### src/pkg/peq_pkg.sv
/*
 Shared constants and types for the performance event qualifier.
 Assumes one core clock and one event counter fed by this logic.
*/
package peq_pkg;
	localparam logic [7:0] EV_INSTR = 8'h16;
	localparam logic [7:0] EV_INSTR_V = 8'h17;
	localparam logic [7:0] EV_BUS_BUSY = 8'h18;
	localparam logic [7:0] EV_WBUF = 8'h19;
	localparam logic [7:0] EV_RDWAIT = 8'h1A;
	localparam logic [7:0] EV_WR_EM = 8'h1B;
	localparam logic [7:0] EV_LOCK = 8'h1C;
	localparam logic [7:0] EV_IO = 8'h1D;
	localparam logic [7:0] EV_NCRD = 8'h1E;
	localparam logic [7:0] EV_AGI = 8'h1F;
	localparam logic [7:0] EV_RSV0 = 8'h20;
	localparam logic [7:0] EV_RSV1 = 8'h21;
	localparam int CNT_W = 40;
	localparam int REG_W = 3;
	localparam logic [1:0] INC_ZERO = 2'h0;
	localparam logic [1:0] INC_ONE = 2'h1;
	localparam logic [1:0] INC_TWO = 2'h2;
	localparam logic [CNT_W-1:0] CNT_RST = 40'h00_0000_0000;
	typedef logic [1:0] peq_inc_t;
	typedef logic [7:0] peq_code_t;
	typedef logic [REG_W-1:0] peq_reg_t;
	typedef enum logic {REP_IDLE, REP_LOOP} peq_rep_t;
endpackage

### src/pkg/peq_evt_if.sv
/*
 Internal carrier between the qualifier top and its two helpers.
 Assumes all signals are in the core clock domain.
*/
`timescale 1ns/1ps
interface peq_evt_if;
	import peq_pkg::*;
	logic bus_start;
	logic bus_active;
	logic backoff_n;
	logic bus_lock;
	logic lock_read;
	logic split_cycle;
	logic bus_io;
	logic bus_read;
	logic bus_nc;
	peq_inc_t lock_cnt;
	logic io_cnt;
	logic ncrd_cnt;
	logic u_ex_wr;
	peq_reg_t u_ex_reg;
	logic v_ex_wr;
	peq_reg_t v_ex_reg;
	logic [1:0] d2_base_vld;
	logic [1:0] d2_idx_vld;
	peq_reg_t d2_base [2];
	peq_reg_t d2_idx [2];
	logic agi_u;
	logic agi_v;
	modport top (output bus_start, bus_active, backoff_n, bus_lock,
		lock_read, split_cycle, bus_io, bus_read, bus_nc, u_ex_wr,
		u_ex_reg, v_ex_wr, v_ex_reg, d2_base_vld, d2_idx_vld, d2_base,
		d2_idx, input lock_cnt, io_cnt, ncrd_cnt, agi_u, agi_v);
	modport trk (input bus_start, bus_active, backoff_n, bus_lock,
		lock_read, split_cycle, bus_io, bus_read, bus_nc,
		output lock_cnt, io_cnt, ncrd_cnt);
	modport agi (input u_ex_wr, u_ex_reg, v_ex_wr, v_ex_reg,
		d2_base_vld, d2_idx_vld, d2_base, d2_idx, output agi_u, agi_v);
endinterface // peq_evt_if

### src/core/peq_qualifier.sv
/*
 Performance event qualifier for codes 16H..21H with its counter.
 Assumes all event sources are synchronous to sys_clk and that
 the counter select and enable come from elsewhere in the core.
*/
`timescale 1ns/1ps

// Summary of operation
// - Code 16H adds instructions completed per clock, two at most, fault handler entry counting as one.
// - Every taken hardware or software interrupt or exception also adds to code 16H.
// - A repeated string instruction adds one to code 16H however many iterations it runs.
// - Each halt adds one to code 16H no matter how long the core stays halted.
// - Code 17H counts like 16H but only instructions executed in the second pipe.
// - Code 18H adds one each clock a bus cycle runs, including hold acknowledge, address hold and back-off clocks.
// - Code 19H counts clocks where full write buffers stall a read miss, write miss or shared-line write hit, never for I/O.
// - Code 1AH counts clocks stalled on a data read, including data TLB miss handling and unbypassed reads during a fill.
// - Code 1BH adds one per stall on a write to an exclusive or modified line.
// - Code 1CH counts locked bus cycles once, on their read portion.
// - A split locked cycle adds two to code 1CH.
// - A locked cycle restarted after back-off is not counted again.
// - Code 1DH counts I/O bus cycles, one per start even for a split cycle, no restarted cycles.
// - Code 1EH counts noncacheable non-I/O memory read cycles, no restarted cycles.
// - Code 1FH flags an interlock when either execute stage writes a base or index register used in either address stage.
// - Interlocks in both pipes in one clock add two to code 1FH.
module peq_qualifier (
	input wire logic sys_clk,
	input wire logic reset_n,
	input wire peq_pkg::peq_code_t ev_sel,
	input wire logic count_en,
	input wire logic u_done,
	input wire logic v_done,
	input wire logic u_rep,
	input wire logic u_rep_last,
	input wire logic trap_taken,
	input wire logic halt_instr,
	input wire logic bus_start,
	input wire logic bus_active,
	input wire logic hold_ack,
	input wire logic addr_hold,
	input wire logic backoff_n,
	input wire logic bus_lock,
	input wire logic lock_read,
	input wire logic split_cycle,
	input wire logic bus_io,
	input wire logic bus_read,
	input wire logic bus_nc,
	input wire logic wbuf_full,
	input wire logic rd_miss,
	input wire logic wr_miss,
	input wire logic wr_hit_shared,
	input wire logic io_access,
	input wire logic dread_wait,
	input wire logic dtlb_walk,
	input wire logic fill_nobypass,
	input wire logic wr_em_stall,
	input wire logic u_ex_wr,
	input wire peq_pkg::peq_reg_t u_ex_reg,
	input wire logic v_ex_wr,
	input wire peq_pkg::peq_reg_t v_ex_reg,
	input wire logic [1:0] d2_base_vld,
	input wire logic [1:0] d2_idx_vld,
	input wire peq_pkg::peq_reg_t u_d2_base,
	input wire peq_pkg::peq_reg_t u_d2_idx,
	input wire peq_pkg::peq_reg_t v_d2_base,
	input wire peq_pkg::peq_reg_t v_d2_idx,
	output logic [1:0] event_inc_q,
	output logic [peq_pkg::CNT_W-1:0] event_count_q
);
	import peq_pkg::*;

	typedef struct packed {
		peq_rep_t rep;
		logic halt_seen;
		logic em_seen;
		peq_inc_t inc;
		logic [CNT_W-1:0] cnt;
	} peq_top_st_t;

	peq_top_st_t st_q;
	peq_top_st_t st_d;
	peq_evt_if ev ();
	logic u_cnt;
	logic halt_edge;
	logic bus_busy;
	logic [2:0] instr_sum;
	peq_inc_t instr_inc;

	// ========================================
	// Helper hookup
	assign ev.bus_start = bus_start;
	assign ev.bus_active = bus_active;
	assign ev.backoff_n = backoff_n;
	assign ev.bus_lock = bus_lock;
	assign ev.lock_read = lock_read;
	assign ev.split_cycle = split_cycle;
	assign ev.bus_io = bus_io;
	assign ev.bus_read = bus_read;
	assign ev.bus_nc = bus_nc;
	assign ev.u_ex_wr = u_ex_wr;
	assign ev.u_ex_reg = u_ex_reg;
	assign ev.v_ex_wr = v_ex_wr;
	assign ev.v_ex_reg = v_ex_reg;
	assign ev.d2_base_vld = d2_base_vld;
	assign ev.d2_idx_vld = d2_idx_vld;
	assign ev.d2_base[0] = u_d2_base;
	assign ev.d2_base[1] = v_d2_base;
	assign ev.d2_idx[0] = u_d2_idx;
	assign ev.d2_idx[1] = v_d2_idx;

	peq_bus_track u_trk (
		.sys_clk (sys_clk),
		.reset_n (reset_n),
		.ev (ev.trk)
	);

	peq_agi_detect u_agi (
		.ev (ev.agi)
	);

	// ========================================
	// Instruction qualification
	always_comb
	begin
		// Only the first iteration of a repeated string counts
		u_cnt = u_done && (!u_rep || st_q.rep == REP_IDLE);
		// Halt counted once on entry
		halt_edge = halt_instr && !st_q.halt_seen;
		instr_sum = {2'h0, u_cnt} + {2'h0, v_done}
			+ {2'h0, trap_taken} + {2'h0, halt_edge};
		// Core retires at most two per clock
		if (instr_sum > {1'b0, INC_TWO})
		begin
			instr_inc = INC_TWO;
		end
		else
		begin
			instr_inc = instr_sum[1:0];
		end
		bus_busy = bus_active || hold_ack || addr_hold
			|| !backoff_n;
	end

	// ========================================
	// Event select and counter
	always_comb
	begin
		st_d = st_q;
		st_d.halt_seen = halt_instr;
		st_d.em_seen = wr_em_stall;
		case (st_q.rep)
			REP_IDLE:
			begin
				if (u_done && u_rep && !u_rep_last)
				begin
					st_d.rep = REP_LOOP;
				end
			end
			REP_LOOP:
			begin
				if (u_done && (!u_rep || u_rep_last))
				begin
					st_d.rep = REP_IDLE;
				end
			end
			default:
			begin
				st_d.rep = REP_IDLE;
			end
		endcase
		case (ev_sel)
			EV_INSTR:
			begin
				st_d.inc = instr_inc;
			end
			EV_INSTR_V:
			begin
				st_d.inc = {1'b0, v_done};
			end
			EV_BUS_BUSY:
			begin
				st_d.inc = {1'b0, bus_busy};
			end
			EV_WBUF:
			begin
				st_d.inc = {1'b0, wbuf_full && !io_access
					&& (rd_miss || wr_miss || wr_hit_shared)};
			end
			EV_RDWAIT:
			begin
				st_d.inc = {1'b0, dread_wait || dtlb_walk
					|| fill_nobypass};
			end
			EV_WR_EM:
			begin
				st_d.inc = {1'b0, wr_em_stall && !st_q.em_seen};
			end
			EV_LOCK:
			begin
				st_d.inc = ev.lock_cnt;
			end
			EV_IO:
			begin
				st_d.inc = {1'b0, ev.io_cnt};
			end
			EV_NCRD:
			begin
				st_d.inc = {1'b0, ev.ncrd_cnt};
			end
			EV_AGI:
			begin
				st_d.inc = {1'b0, ev.agi_u}
					+ {1'b0, ev.agi_v};
			end
			default:
			begin
				st_d.inc = INC_ZERO;
			end
		endcase
		if (!count_en)
		begin
			st_d.inc = INC_ZERO;
		end
		st_d.cnt = st_q.cnt + {{(CNT_W-2){1'b0}}, st_d.inc};
	end

	always_ff @(posedge sys_clk or negedge reset_n)
	begin
		if (!reset_n)
		begin
			st_q.rep <= REP_IDLE;
			st_q.halt_seen <= 1'b0;
			st_q.em_seen <= 1'b0;
			st_q.inc <= INC_ZERO;
			st_q.cnt <= CNT_RST;
		end
		else
		begin
			st_q <= st_d;
		end
	end

	assign event_inc_q = st_q.inc;
	assign event_count_q = st_q.cnt;
endmodule // peq_qualifier

### src/core/peq_bus_track.sv
/*
 Bus cycle accounting: locked, I/O and noncacheable read starts.
 Assumes bus_start pulses once per bus cycle start on the core clock.
*/
`timescale 1ns/1ps
module peq_bus_track (
	input wire logic sys_clk,
	input wire logic reset_n,
	peq_evt_if.trk ev
);
	import peq_pkg::*;

	typedef struct packed {
		logic restart_pend;
	} peq_trk_st_t;

	peq_trk_st_t st_q;
	peq_trk_st_t st_d;
	logic fresh;

	// ========================================
	// Restart tracking
	always_comb
	begin
		st_d = st_q;
		fresh = ev.bus_start && !st_q.restart_pend;
		if (ev.bus_start)
		begin
			st_d.restart_pend = 1'b0;
		end
		// Backed-off cycle will be restarted, skip its recount
		if (ev.bus_active && !ev.backoff_n)
		begin
			st_d.restart_pend = 1'b1;
		end
		ev.lock_cnt = INC_ZERO;
		if (fresh && ev.bus_lock && ev.lock_read)
		begin
			ev.lock_cnt = ev.split_cycle ? INC_TWO : INC_ONE;
		end
		ev.io_cnt = fresh && ev.bus_io;
		ev.ncrd_cnt = fresh && ev.bus_read && ev.bus_nc && !ev.bus_io;
	end

	always_ff @(posedge sys_clk or negedge reset_n)
	begin
		if (!reset_n)
		begin
			st_q <= '0;
		end
		else
		begin
			st_q <= st_d;
		end
	end
endmodule // peq_bus_track

### src/core/peq_agi_detect.sv
/*
 Address generation interlock detection for both pipes.
 Assumes register indices are valid only with their valid bits.
*/
`timescale 1ns/1ps
module peq_agi_detect (
	peq_evt_if.agi ev
);
	import peq_pkg::*;

	function automatic logic reg_hit(input logic wr, input peq_reg_t r,
		input logic bv, input peq_reg_t b, input logic iv,
		input peq_reg_t i);
		reg_hit = wr && ((bv && b == r) || (iv && i == r));
	endfunction

	// ========================================
	// Either execute stage against each address stage
	always_comb
	begin
		ev.agi_u = reg_hit(ev.u_ex_wr, ev.u_ex_reg, ev.d2_base_vld[0],
			ev.d2_base[0], ev.d2_idx_vld[0], ev.d2_idx[0])
			|| reg_hit(ev.v_ex_wr, ev.v_ex_reg, ev.d2_base_vld[0],
			ev.d2_base[0], ev.d2_idx_vld[0], ev.d2_idx[0]);
		ev.agi_v = reg_hit(ev.u_ex_wr, ev.u_ex_reg, ev.d2_base_vld[1],
			ev.d2_base[1], ev.d2_idx_vld[1], ev.d2_idx[1])
			|| reg_hit(ev.v_ex_wr, ev.v_ex_reg, ev.d2_base_vld[1],
			ev.d2_base[1], ev.d2_idx_vld[1], ev.d2_idx[1]);
	end
endmodule // peq_agi_detect

### config.mk
export PLATFORM = sky130hd
export DESIGN_NAME = peq_qualifier
export DESIGN_NICKNAME = d
export VERILOG_FILES = /design/src/pkg/peq_pkg.sv /design/src/pkg/peq_evt_if.sv /design/src/core/peq_qualifier.sv /design/src/core/peq_bus_track.sv /design/src/core/peq_agi_detect.sv
export SDC_FILE = /design/constraint.sdc
export NUM_CORES = 1
export LEC_CHECK = 0
export ABC_AREA = 1
export ABC_CLOCK_PERIOD_IN_PS = 7530
export CAP_MARGIN = 20
export CORE_MARGIN = 4
export CORE_UTILIZATION = 35
export CTS_CLUSTER_DIAMETER = 80
export CTS_CLUSTER_SIZE = 30
export DETAILED_ROUTE_END_ITERATION = 10
export DONT_BUFFER_PORTS = 1
export HOLD_SLACK_MARGIN = 0.06
export PLACE_DENSITY_LB_ADDON = 0.05
export SLEW_MARGIN = 15
export SYNTH_ARGS = -nofsm -noshare
export SYNTH_HDL_FRONTEND = slang
export SYNTH_SLANG_ARGS = --single-unit
### constraint.sdc
create_clock -name sys_clk -period 7.53 [get_ports sys_clk]
set_input_delay 1.8825 -clock sys_clk [delete_from_list [all_inputs] [get_ports sys_clk]]
set_output_delay 1.8825 -clock sys_clk [all_outputs]
set_load 0.05 [all_outputs]
==> flow_results.org, run 1 <==
** Run status
- Result of the run :: completed

** Yosys
- The biggest area contributor in the post-synthesis netlist is sky130_fd_sc_hd__dfrtp_1.
- Of the synthesized area, sequential elements account for 0.3407.
- Of the post-synthesis cell area, the dominant cell type holds 0.3407.
- In this run, distinct cell masters in the synthesized netlist total 26.
- After synthesis the cells add up to 3378 um^2.
- In the synthesized netlist, the number of instances is 468.
- Ranked by total cell area, the synthesized netlist is headed by sky130_fd_sc_hd__dfrtp_1, sky130_fd_sc_hd__nand2_1, sky130_fd_sc_hd__buf_4.
- The synthesized design contains 46 register bits.
- Each instance of the synthesized netlist takes up on average 7.218 um^2.
- Counting every net in the synthesized netlist gives 536.
- During synthesis, Yosys emitted a total of 0 warnings.

** Setup path
- CP delay by family, top :: simple AND/OR/NAND/NOR gates
- Worst-path fanout max :: 6
- The cell that appears most often on the critical path is sky130_fd_sc_hd__nand2_1.
- Delay contributed by the slowest stage of the critical path :: 400 ps
- Worst path arrival time :: 4820 ps
- Worst path required time :: 7730 ps
- The slowest stage of the critical path belongs to the cell sky130_fd_sc_hd__fa_1.
- STA classifies the critical path endpoint as a flip-flop.
- The number of buffers and inverters on the critical path is 3.
- Startpoint class of the critical path :: input port
- Worst setup path category :: input port to flip-flop
- Walking the worst path, the cells encountered are inv_1 -> or2_2 -> nand3_1 -> nand3b_1 -> nand2_1 -> nand2_1 -> nand2_1 -> ha_1 -> nand3_1 -> nand2_1 -> nor2_1 -> nand2_1 -> nor2_1 -> nor2_1 -> ha_1 -> inv_1 -> fa_1 -> inv_1 -> nand3_2 -> nor3_1 -> nand2_1 -> xor2_1.

** Placement
- Place WS :: 2529 ps
- Post-placement cell count :: 551
- Global placement routability congestion :: 0.8427
- HPWL reported at the end of detailed placement :: 7.375 mm
- Buffers placed on the I/O ports in this run total 0.
- Post-place instance area :: 3209 um^2

** Hold path
- Worst hold-check path type :: flip-flop to flip-flop

** Pwr
- The share of total power dissipated in sequential elements is 0.544.
- For this design the ratio of total power to cell area is 150.1 nW/um^2.
- Clock Power Share :: 0.391
- Of the total power, combinational logic draws 0.065.
- Internal power comes to 0.0003686 W.
- Maximum resistive drop on vdd :: 0.00007180 V
- Switching power share of the total :: 0.2610
- Static Leak :: 1.505 nW
- Switching power summed over all nets :: 0.0001302 W

** Timing
- For the pin with the worst max-slew slack, the measured transition is 681.5 ps.
- Subtracting the final worst setup slack from the clock period gives 4622 ps.
- Final count of hold timing violations :: 0
- The worst path meets setup with 2908 ps of slack.
- Setup repair after global routing left no endpoint under its margin.
- Setup violators final :: 0
- Number of pins exceeding their max-slew limit in the final report :: 0
- Of the available clock period, the critical path in the final layout requires 0.6138.
- For the final database, setup skew stands at 7.694 ps.
- In this run the tightest slew margin relative to its limit is 0.5457.
- Static timing analysis puts the maximum clock frequency at 216.4 MHz.
- After routing, the total negative slack on setup checks comes to 0 ps.

** Route
- Dividing the detail-routed wire length by the instance count gives 15.80 um.
- The count of nets left with antenna violations once routing finished came out at 0.
- The first TritonRoute pass finished after 4 iterations.
- After detailed routing, the number of remaining DRC violations is 0.
- Using the TritonRoute via totals, the vias-per-cell ratio works out to 4.664.
- The first routing iteration left 120 violations.
- After detailed routing, the total wire length is 8.834 mm.
- For this block, the via count after detailed routing is 2607.

** Global route
- In the global route stage, overall resource usage came out at 0.1624.
- Global routing finished with a remaining overflow of 0.
- Antenna violations before repair :: 0
- The number of global-route vias before repair came to 2765.
- The first global-routing pass estimated 14.36 mm of wire.
- Pin count of the biggest net entering global routing :: 47

** Clock tree
- CTS buffer count :: 5
- Clock latency on the worst-skew pair, taken at its later pin, is 310 ps.
- Post-CTS Repair Setup Buffers :: 0
- Hold repair after CTS inserted 0 buffers.
- Clock tree synthesis found a total of 46 sinks.
- The cell sitting at the root of the clock tree is a sky130_fd_sc_hd__clkbuf_8.
- No sink is reached through more buffers than the 2 on the longest clock path.
- The H-tree was split into 2 levels.
- After clock tree synthesis, the clock-pin slew on the worst setup and hold paths is 100 ps.
- After clock tree synthesis, the repair step resized 0 gates.
- TritonCTS built the clock tree.

** Floorplan
- The floorplan step defined a die boundary enclosing 11290 um^2.
- In this run the count of I/O pins placed on the die edge is 103.
- The die is 106.2 um tall.
- Horizontal extent of the die :: 106.2 um
- The floorplan step defined a core boundary enclosing 9328 um^2.
- Effective utilization at floorplan :: 0.3622
- The floorplan has 35 rows.

** Finish
- Fill cells in the final layout number 1002.
- After the flow finishes, the layout carries non-filler instances totaling 559.
- Net count of the finished layout :: 497
- Share of layout cells above drive strength 1 :: 0.04186
- The number of antenna diodes in the final layout is 0.
- After routing the design area is 3322 um^2.
- Area added between synthesis and finish :: -1.667%

** Flow run
- Max-cap violations :: 0
## final timing paths
kind | startpoint | endpoint | slack, ps | depth (start not counted)
setup reg to reg | st_q[43] | event_count_q[30] | 4130 | 17
hold / removal | st_q[44] | st_q[44] | 530 | 2
min in group asynchronous | reset_n | event_count_q[13] | 1260 | 0
setup / recovery | v_ex_reg[0] | event_count_q[30] | 2910 | 22
hold reg to reg | st_q[44] | st_q[44] | 530 | 2
max in group asynchronous | reset_n | event_count_q[36] | 6180 | 0
## per-stage QoR
step           hold WS [ps]  utilization  power (W)
2_1_floorplan         463.3            -  0.0003098
3_3_place_gp          512.3       0.3441  0.0003092
3_5_place_dp          527.7       0.3441  0.0003096
4_1_cts               540.4       0.3561  0.0005069
5_1_grt               566.2       0.3561  0.0005216
6_report              532.3       0.3561  0.0004988
## cell type report
type,instances,area [um^2],area share
tap,129,161.4,0.04859
clock buffer,5,68.82,0.02072
sequential,46,1151,0.3465
clock inverter,3,43.79,0.01318
multi-input combinational,322,1694,0.5100
inverter,54,202.7,0.06102
## kinds of logic (layout without fill, tap and decap cells)
group,after synthesis,count (layout),synth area share
compound gates,11,11,0.02000
xor+xnor,50,50,0.1296
fa+ha+maj,7,7,0.03037
buf+inv,100,62,0.1578
flops,46,46,0.3407
simple gates,254,254,0.3215
## placed cells by master, fill, tap and decap left out
master and instances:
sky130_fd_sc_hd__xnor2_1 28, sky130_fd_sc_hd__a21oi_1 2, sky130_fd_sc_hd__dfrtp_1 46, sky130_fd_sc_hd__nand3b_1 3, sky130_fd_sc_hd__nand3_1 20, sky130_fd_sc_hd__inv_6 1, sky130_fd_sc_hd__ha_1 5, sky130_fd_sc_hd__a21oi_2 1
sky130_fd_sc_hd__clkbuf_8 5, sky130_fd_sc_hd__a21boi_0 1, sky130_fd_sc_hd__inv_1 53, sky130_fd_sc_hd__o211ai_1 2, sky130_fd_sc_hd__nor2_1 65, sky130_fd_sc_hd__and2_1 1, sky130_fd_sc_hd__or2_2 1, sky130_fd_sc_hd__nand3_2 3
sky130_fd_sc_hd__nor3_1 18, sky130_fd_sc_hd__o22ai_1 1, sky130_fd_sc_hd__bufinv_16 1, sky130_fd_sc_hd__inv_2 1, sky130_fd_sc_hd__clkinv_2 1, sky130_fd_sc_hd__nand2_1 123, sky130_fd_sc_hd__nor2_2 4, sky130_fd_sc_hd__o21ai_0 4
sky130_fd_sc_hd__fa_1 2, sky130_fd_sc_hd__xor2_1 22, sky130_fd_sc_hd__nand4_1 16
## Yosys cell counts
library cell,n
sky130_fd_sc_hd__nand2_1,123
sky130_fd_sc_hd__o22ai_1,1
sky130_fd_sc_hd__buf_1,1
sky130_fd_sc_hd__or2_2,1
sky130_fd_sc_hd__inv_1,53
sky130_fd_sc_hd__buf_4,42
sky130_fd_sc_hd__o211ai_1,2
sky130_fd_sc_hd__nor2_1,65
sky130_fd_sc_hd__inv_2,1
sky130_fd_sc_hd__nand4_1,16
sky130_fd_sc_hd__o21ai_0,4
sky130_fd_sc_hd__a21oi_1,2
sky130_fd_sc_hd__nand3_1,20
sky130_fd_sc_hd__clkbuf_1,3
sky130_fd_sc_hd__nand3b_1,3
sky130_fd_sc_hd__ha_1,5
sky130_fd_sc_hd__xor2_1,22
sky130_fd_sc_hd__a21oi_2,1
sky130_fd_sc_hd__nand3_2,3
sky130_fd_sc_hd__xnor2_1,28
sky130_fd_sc_hd__a21boi_0,1
sky130_fd_sc_hd__dfrtp_1,46
sky130_fd_sc_hd__nor3_1,18
sky130_fd_sc_hd__fa_1,2
sky130_fd_sc_hd__nor2_2,4
sky130_fd_sc_hd__and2_1,1
## power by group through the flow
stage / logic, W / clock network, W / registers, W
floorplan: 0.0000494 / 0 / 0.000260
global placement: 0.0000325 / 0 / 0.000277
detailed placement: 0.0000331 / 0 / 0.000277
CTS: 0.0000333 / 0.000202 / 0.000272
global route: 0.0000384 / 0.000210 / 0.000273
finish: 0.0000325 / 0.000195 / 0.000271
## registers in the layout (all words and copies together), names as in the netlist
name	count
event_count_q	40
event_inc_q	2
st_q	3
u_trk.st_q	1
## per-layer routing
layer	part of all wire	GRT usage
met5	0	0
met4	0.0052	0.03053
met3	0.085	0.05647
met2	0.50	0.2937
met1	0.40	0.1855
## tightest hold or removal path: cells and delay by family (launching register included)
kind	cells	cell delay, ps
DFF	1	380
AOI/OAI and AO/OA	1	60
buffers and inverters	1	50
No activity file was read; power rests on OpenSTA's default activity.
==> run 2: changes to the inputs <==
Settings changed: ABC_CLOCK_PERIOD_IN_PS 7530 to 4500.
Clock period 7.53 ns to 4.5 ns, I/O delays scaled along.
==> run 2 against run 1 <==
Routed wire length increased by 0.41%. Die area unchanged. Critical path type unchanged. Worst hold slack got worse by 32 ps. Non-clock buffer count did not move. Sequential cell count is the same. Register-to-register slack lost 3000 ps. Critical path depth did not move. Highest routed layer unchanged. Combinational power increased by 66%. Cell area shrank 0.57%. Sequential share of layout area is 0.20 points higher. Final cell count is the same.
==> flow_results.org, run 2 (synthesis gave the netlist of run 1 again) <==
** Timing
- The number of max-slew violations in the final report came to 0 (unchanged).
- The worst slew slack as a fraction of its limit was 0.5451 (was 0.5457).
- The final setup violation count is 0 (unchanged).
- Highest clock frequency the design can meet :: 258.6 MHz
- Minimum clock period :: 3867 ps
- Sum Neg Setup Slack :: 0 ps (unchanged)
- Unrepaired setup endpoints after global routing: false (unchanged).
- The setup skew after layout came to 7.515 ps (was 7.694 ps).
- The slew at the pin with the worst max-slew slack is 682.4 ps (was 681.5 ps).
- Of the available clock period, the critical path in the final layout requires 0.8594.
- Final count of hold timing violations :: 0 (unchanged)

** Global route
- Pin count of the biggest net entering global routing :: 47 (unchanged)
- Vias in the first global route :: 2831 (was 2765)
- Met2 track demand over resource :: 0.2896 (was 0.2937)
- Global-route wire length before repair :: 14.24 mm (was 14.36 mm)
- Met3 Use GR :: 0.05889 (was 0.05647)
- The combined global-route utilization of all metal layers was 0.1615 (was 0.1624).
- Grt peak-use layer :: met2 (unchanged)
- The met1 track demand over resource was 0.1793 (was 0.1855).
- The sum of overflow across all layers after global routing is 0 (unchanged).
- Antenna violations before repair :: 0 (unchanged)

** Setup path
- The arrival time at the worst endpoint came to 4070 ps (was 4820 ps).
- End point of the critical path :: event_count_q[30] (unchanged)
- The endpoint type of the worst setup path is a flip-flop (unchanged).
- Launching instance or port of the critical path :: v_ex_reg[0] (unchanged)
- Crit path cell chain: inv_1 -> or2_2 -> nand3_1 -> nand3b_1 -> nand2_1 -> nand2_1 -> nand2_1 -> ha_1 -> nand3_1 -> nand2_1 -> nor2_1 -> nand2_1 -> nor2_1 -> nor2_1 -> ha_1 -> inv_1 -> fa_1 -> inv_1 -> nand3_2 -> nor3_1 -> nand2_1 -> xor2_1 (unchanged).
- Worst setup path category :: input port to flip-flop (unchanged)
- Worst-path fanout max :: 6 (unchanged)
- The required time at the endpoint of the critical path is 4700 ps (was 7730 ps).
- The reg-to-reg endpoint was event_count_q[30] (unchanged).
- The setup slack of the worst register-to-register path came to 1090 ps (was 4130 ps).
- The worst reg2reg path depth was 17 (unchanged).
- Delay contributed by the slowest stage of the critical path :: 400 ps (about the same)
- Startpoint class of the critical path :: input port (unchanged)
- Slowest-stage cell, CP :: sky130_fd_sc_hd__fa_1 (unchanged)
- The startpoint of the lowest-slack register-to-register path is st_q[43] (unchanged).
- The most common cell type on the critical path was sky130_fd_sc_hd__nand2_1 (unchanged).

** Pwr
- Internal power :: 0.0005623 W (was 0.0003686 W)
- The switching power came to 0.0002202 W (was 0.0001302 W).
- The clock network fraction of design power came to 0.351 (was 0.391).
- Maximum resistive drop on vdd :: 0.00009654 V (was 0.00007180 V)
- The switching part of the total power is 0.2814 (was 0.2610).
- The total leakage power came to 1.492 nW (was 1.505 nW).
- The part of the power in combinational logic is 0.069 (was 0.065).
- The share of total power in sequential cells is 0.580 (was 0.544).
- Power per standard cell area :: 236.9 nW/um^2 (was 150.1 nW/um^2)

** Clock tree
- The clock tree root driver cell was sky130_fd_sc_hd__clkbuf_8 (unchanged).
- CTS Hold Bufs :: 0 (unchanged)
- Post-CTS Repair Setup Buffers :: 0 (unchanged)
- Longest Clk Path Bufs :: 2 (unchanged)
- Clock network latency to the later pin of the worst-skew pair :: 310 ps (about the same)
- The TritonCTS clock tree was done (unchanged).
- The clock transition at the registers of the reported paths was 100 ps (about the same).
- Clock Sink Count :: 46 (unchanged)
- Post-cts sizing count :: 0 (unchanged)
- Total number of H-tree levels :: 2 (unchanged)
- CTS buffer count :: 5 (unchanged)

** Run status
- Result of the run: completed (unchanged).

** Finish
- The number of antenna cells inserted was 0 (unchanged).
- The number of flip-flops under the largest register name was 40 (unchanged).
- Share of layout cells above drive strength 1 :: 0.04186 (unchanged)
- The number of nets at the end of the flow was 497 (unchanged).
- Leading cell types in the layout, fill and taps excluded :: sky130_fd_sc_hd__nand2_1, sky130_fd_sc_hd__nor2_1, sky130_fd_sc_hd__inv_1 (unchanged)
- Fin cells :: 559 (unchanged)
- Filler Cells Inserted :: 1013 (was 1002)
- The leading cell type in the layout, fill and taps excluded is sky130_fd_sc_hd__nand2_1 (unchanged).
- The final core area utilization is 0.3541 (was 0.3561).
- The relative area change from synthesis to final layout is -2.222% (was -1.667%).

** Placement
- The total of buffers placed on input and output ports was 0 (unchanged).
- The total half-perimeter wirelength after legalization and detailed placement came to 7.367 mm (was 7.375 mm).
- The number of placed instances, taps included was 551 (unchanged).
- Global placement routability congestion :: 0.8428 (was 0.8427)

** Route
- Post-detailed-route via-to-cell ratio :: 4.764 (was 4.664)
- The sum of routed wire length over all layers came to 8.870 mm (was 8.834 mm).
- The count of antenna-violating nets left after detailed routing came to 0 (unchanged).
- First-pass iteration count of the detailed router :: 6 (was 4)
- Vias post-DR :: 2663 (was 2607)
- Number of remaining DRC errors :: 0 (unchanged)
- Avg WL per Cell :: 15.87 um (was 15.80 um)
- The number of design-rule violations left by the first detailed-router iteration is 73 (was 120).

** Floorplan
- Die Outline Area :: 11290 um^2 (unchanged)
- Height of the die :: 106.2 um (unchanged)
- Core area :: 9328 um^2 (unchanged)
- The number of cell rows was 35 (unchanged).
- Count of boundary I/O pins :: 103 (unchanged)
- Effective utilization at floorplan :: 0.3622 (unchanged)
- Horizontal extent of the die :: 106.2 um (unchanged)

** Flow run
- The max-capacitance violation count is 0 (unchanged).

** Hold path
- The type of the tightest min-delay check was input port to async pin (was flip-flop to flip-flop).
==> run 2: cell count changes in the layout (fill, tap and decap cells not counted) <==
| cell | previous run | this run |
|---|---|---|
| sky130_fd_sc_hd__bufinv_16 | 1 | 0 |
| sky130_fd_sc_hd__clkinv_2 | 1 | 0 |
| sky130_fd_sc_hd__clkinv_4 | 0 | 1 |
| sky130_fd_sc_hd__clkinvlp_4 | 0 | 1 |
==> run 2: per-stage QoR <==
step                total power, W  cell area, um^2  worst slack, ps  hold slack (ps)
finish                   0.0007825             3303            632.6            500.1
global route             0.0008238             3303            295.6            472.8
CTS                      0.0007969             3303            603.5            489.0
detailed placement       0.0005178             3209            263.7            522.5
global placement         0.0005174             3209            313.9            512.3
floorplan                0.0005184             3378            648.4            463.3
==> run 2: routing by layer <==
metal / wire, um / vias to the layer above / part of all wire
met2: 4448 / 85 / 0.50
li1: - / 1336 / -
met3: 748 / 13 / 0.084
met1: 3515 / 1229 / 0.40
met4: 158 / 0 / 0.018
met5: 0 / - / 0
==> run 2: how the worst min path moves through the flow <==
stage                       from           endpoint  slack [ps]  cells after the start
2_1_floorplan  event_count_q[35]  event_count_q[35]         460                      2
3_3_place_gp            st_q[44]           st_q[44]         510                      2
3_5_place_dp            st_q[44]           st_q[44]         520                      2
4_1_cts                  reset_n  event_count_q[12]         490                      0
5_1_grt                  reset_n  event_count_q[13]         470                      0
6_report                 reset_n  event_count_q[18]         500                      0
==> run 2: worst max-delay path, delay by kind of cell <==
family	cells	cell delay, ps
xor gates and xnor gates	1	170
adders and majority gates	3	840
buffers and inverters	3	230
and+or+nand+nor	15	1690
==> run 2: cell type report <==
type                            instances  area (um^2)  share of cell area
Multi-Input combinational cell        322         1694              0.5129
Sequential cell                        46         1151              0.3485
Inverter                               54        202.7             0.06136
Tap cell                              129        161.4             0.04886
Clock buffer                            5        68.82             0.02083
Clock inverter                          3        25.02            0.007576
==> run 2: power groups by stage <==
| stage | registers [W] | clock network, W | logic (W) |
|---|---|---|---|
| floorplan | 0.000436 | 0 | 0.0000827 |
| global placement | 0.000463 | 0 | 0.0000544 |
| detailed placement | 0.000463 | 0 | 0.0000551 |
| CTS | 0.000455 | 0.000287 | 0.0000554 |
| global route | 0.000457 | 0.000303 | 0.0000639 |
| finish | 0.000454 | 0.000275 | 0.0000540 |
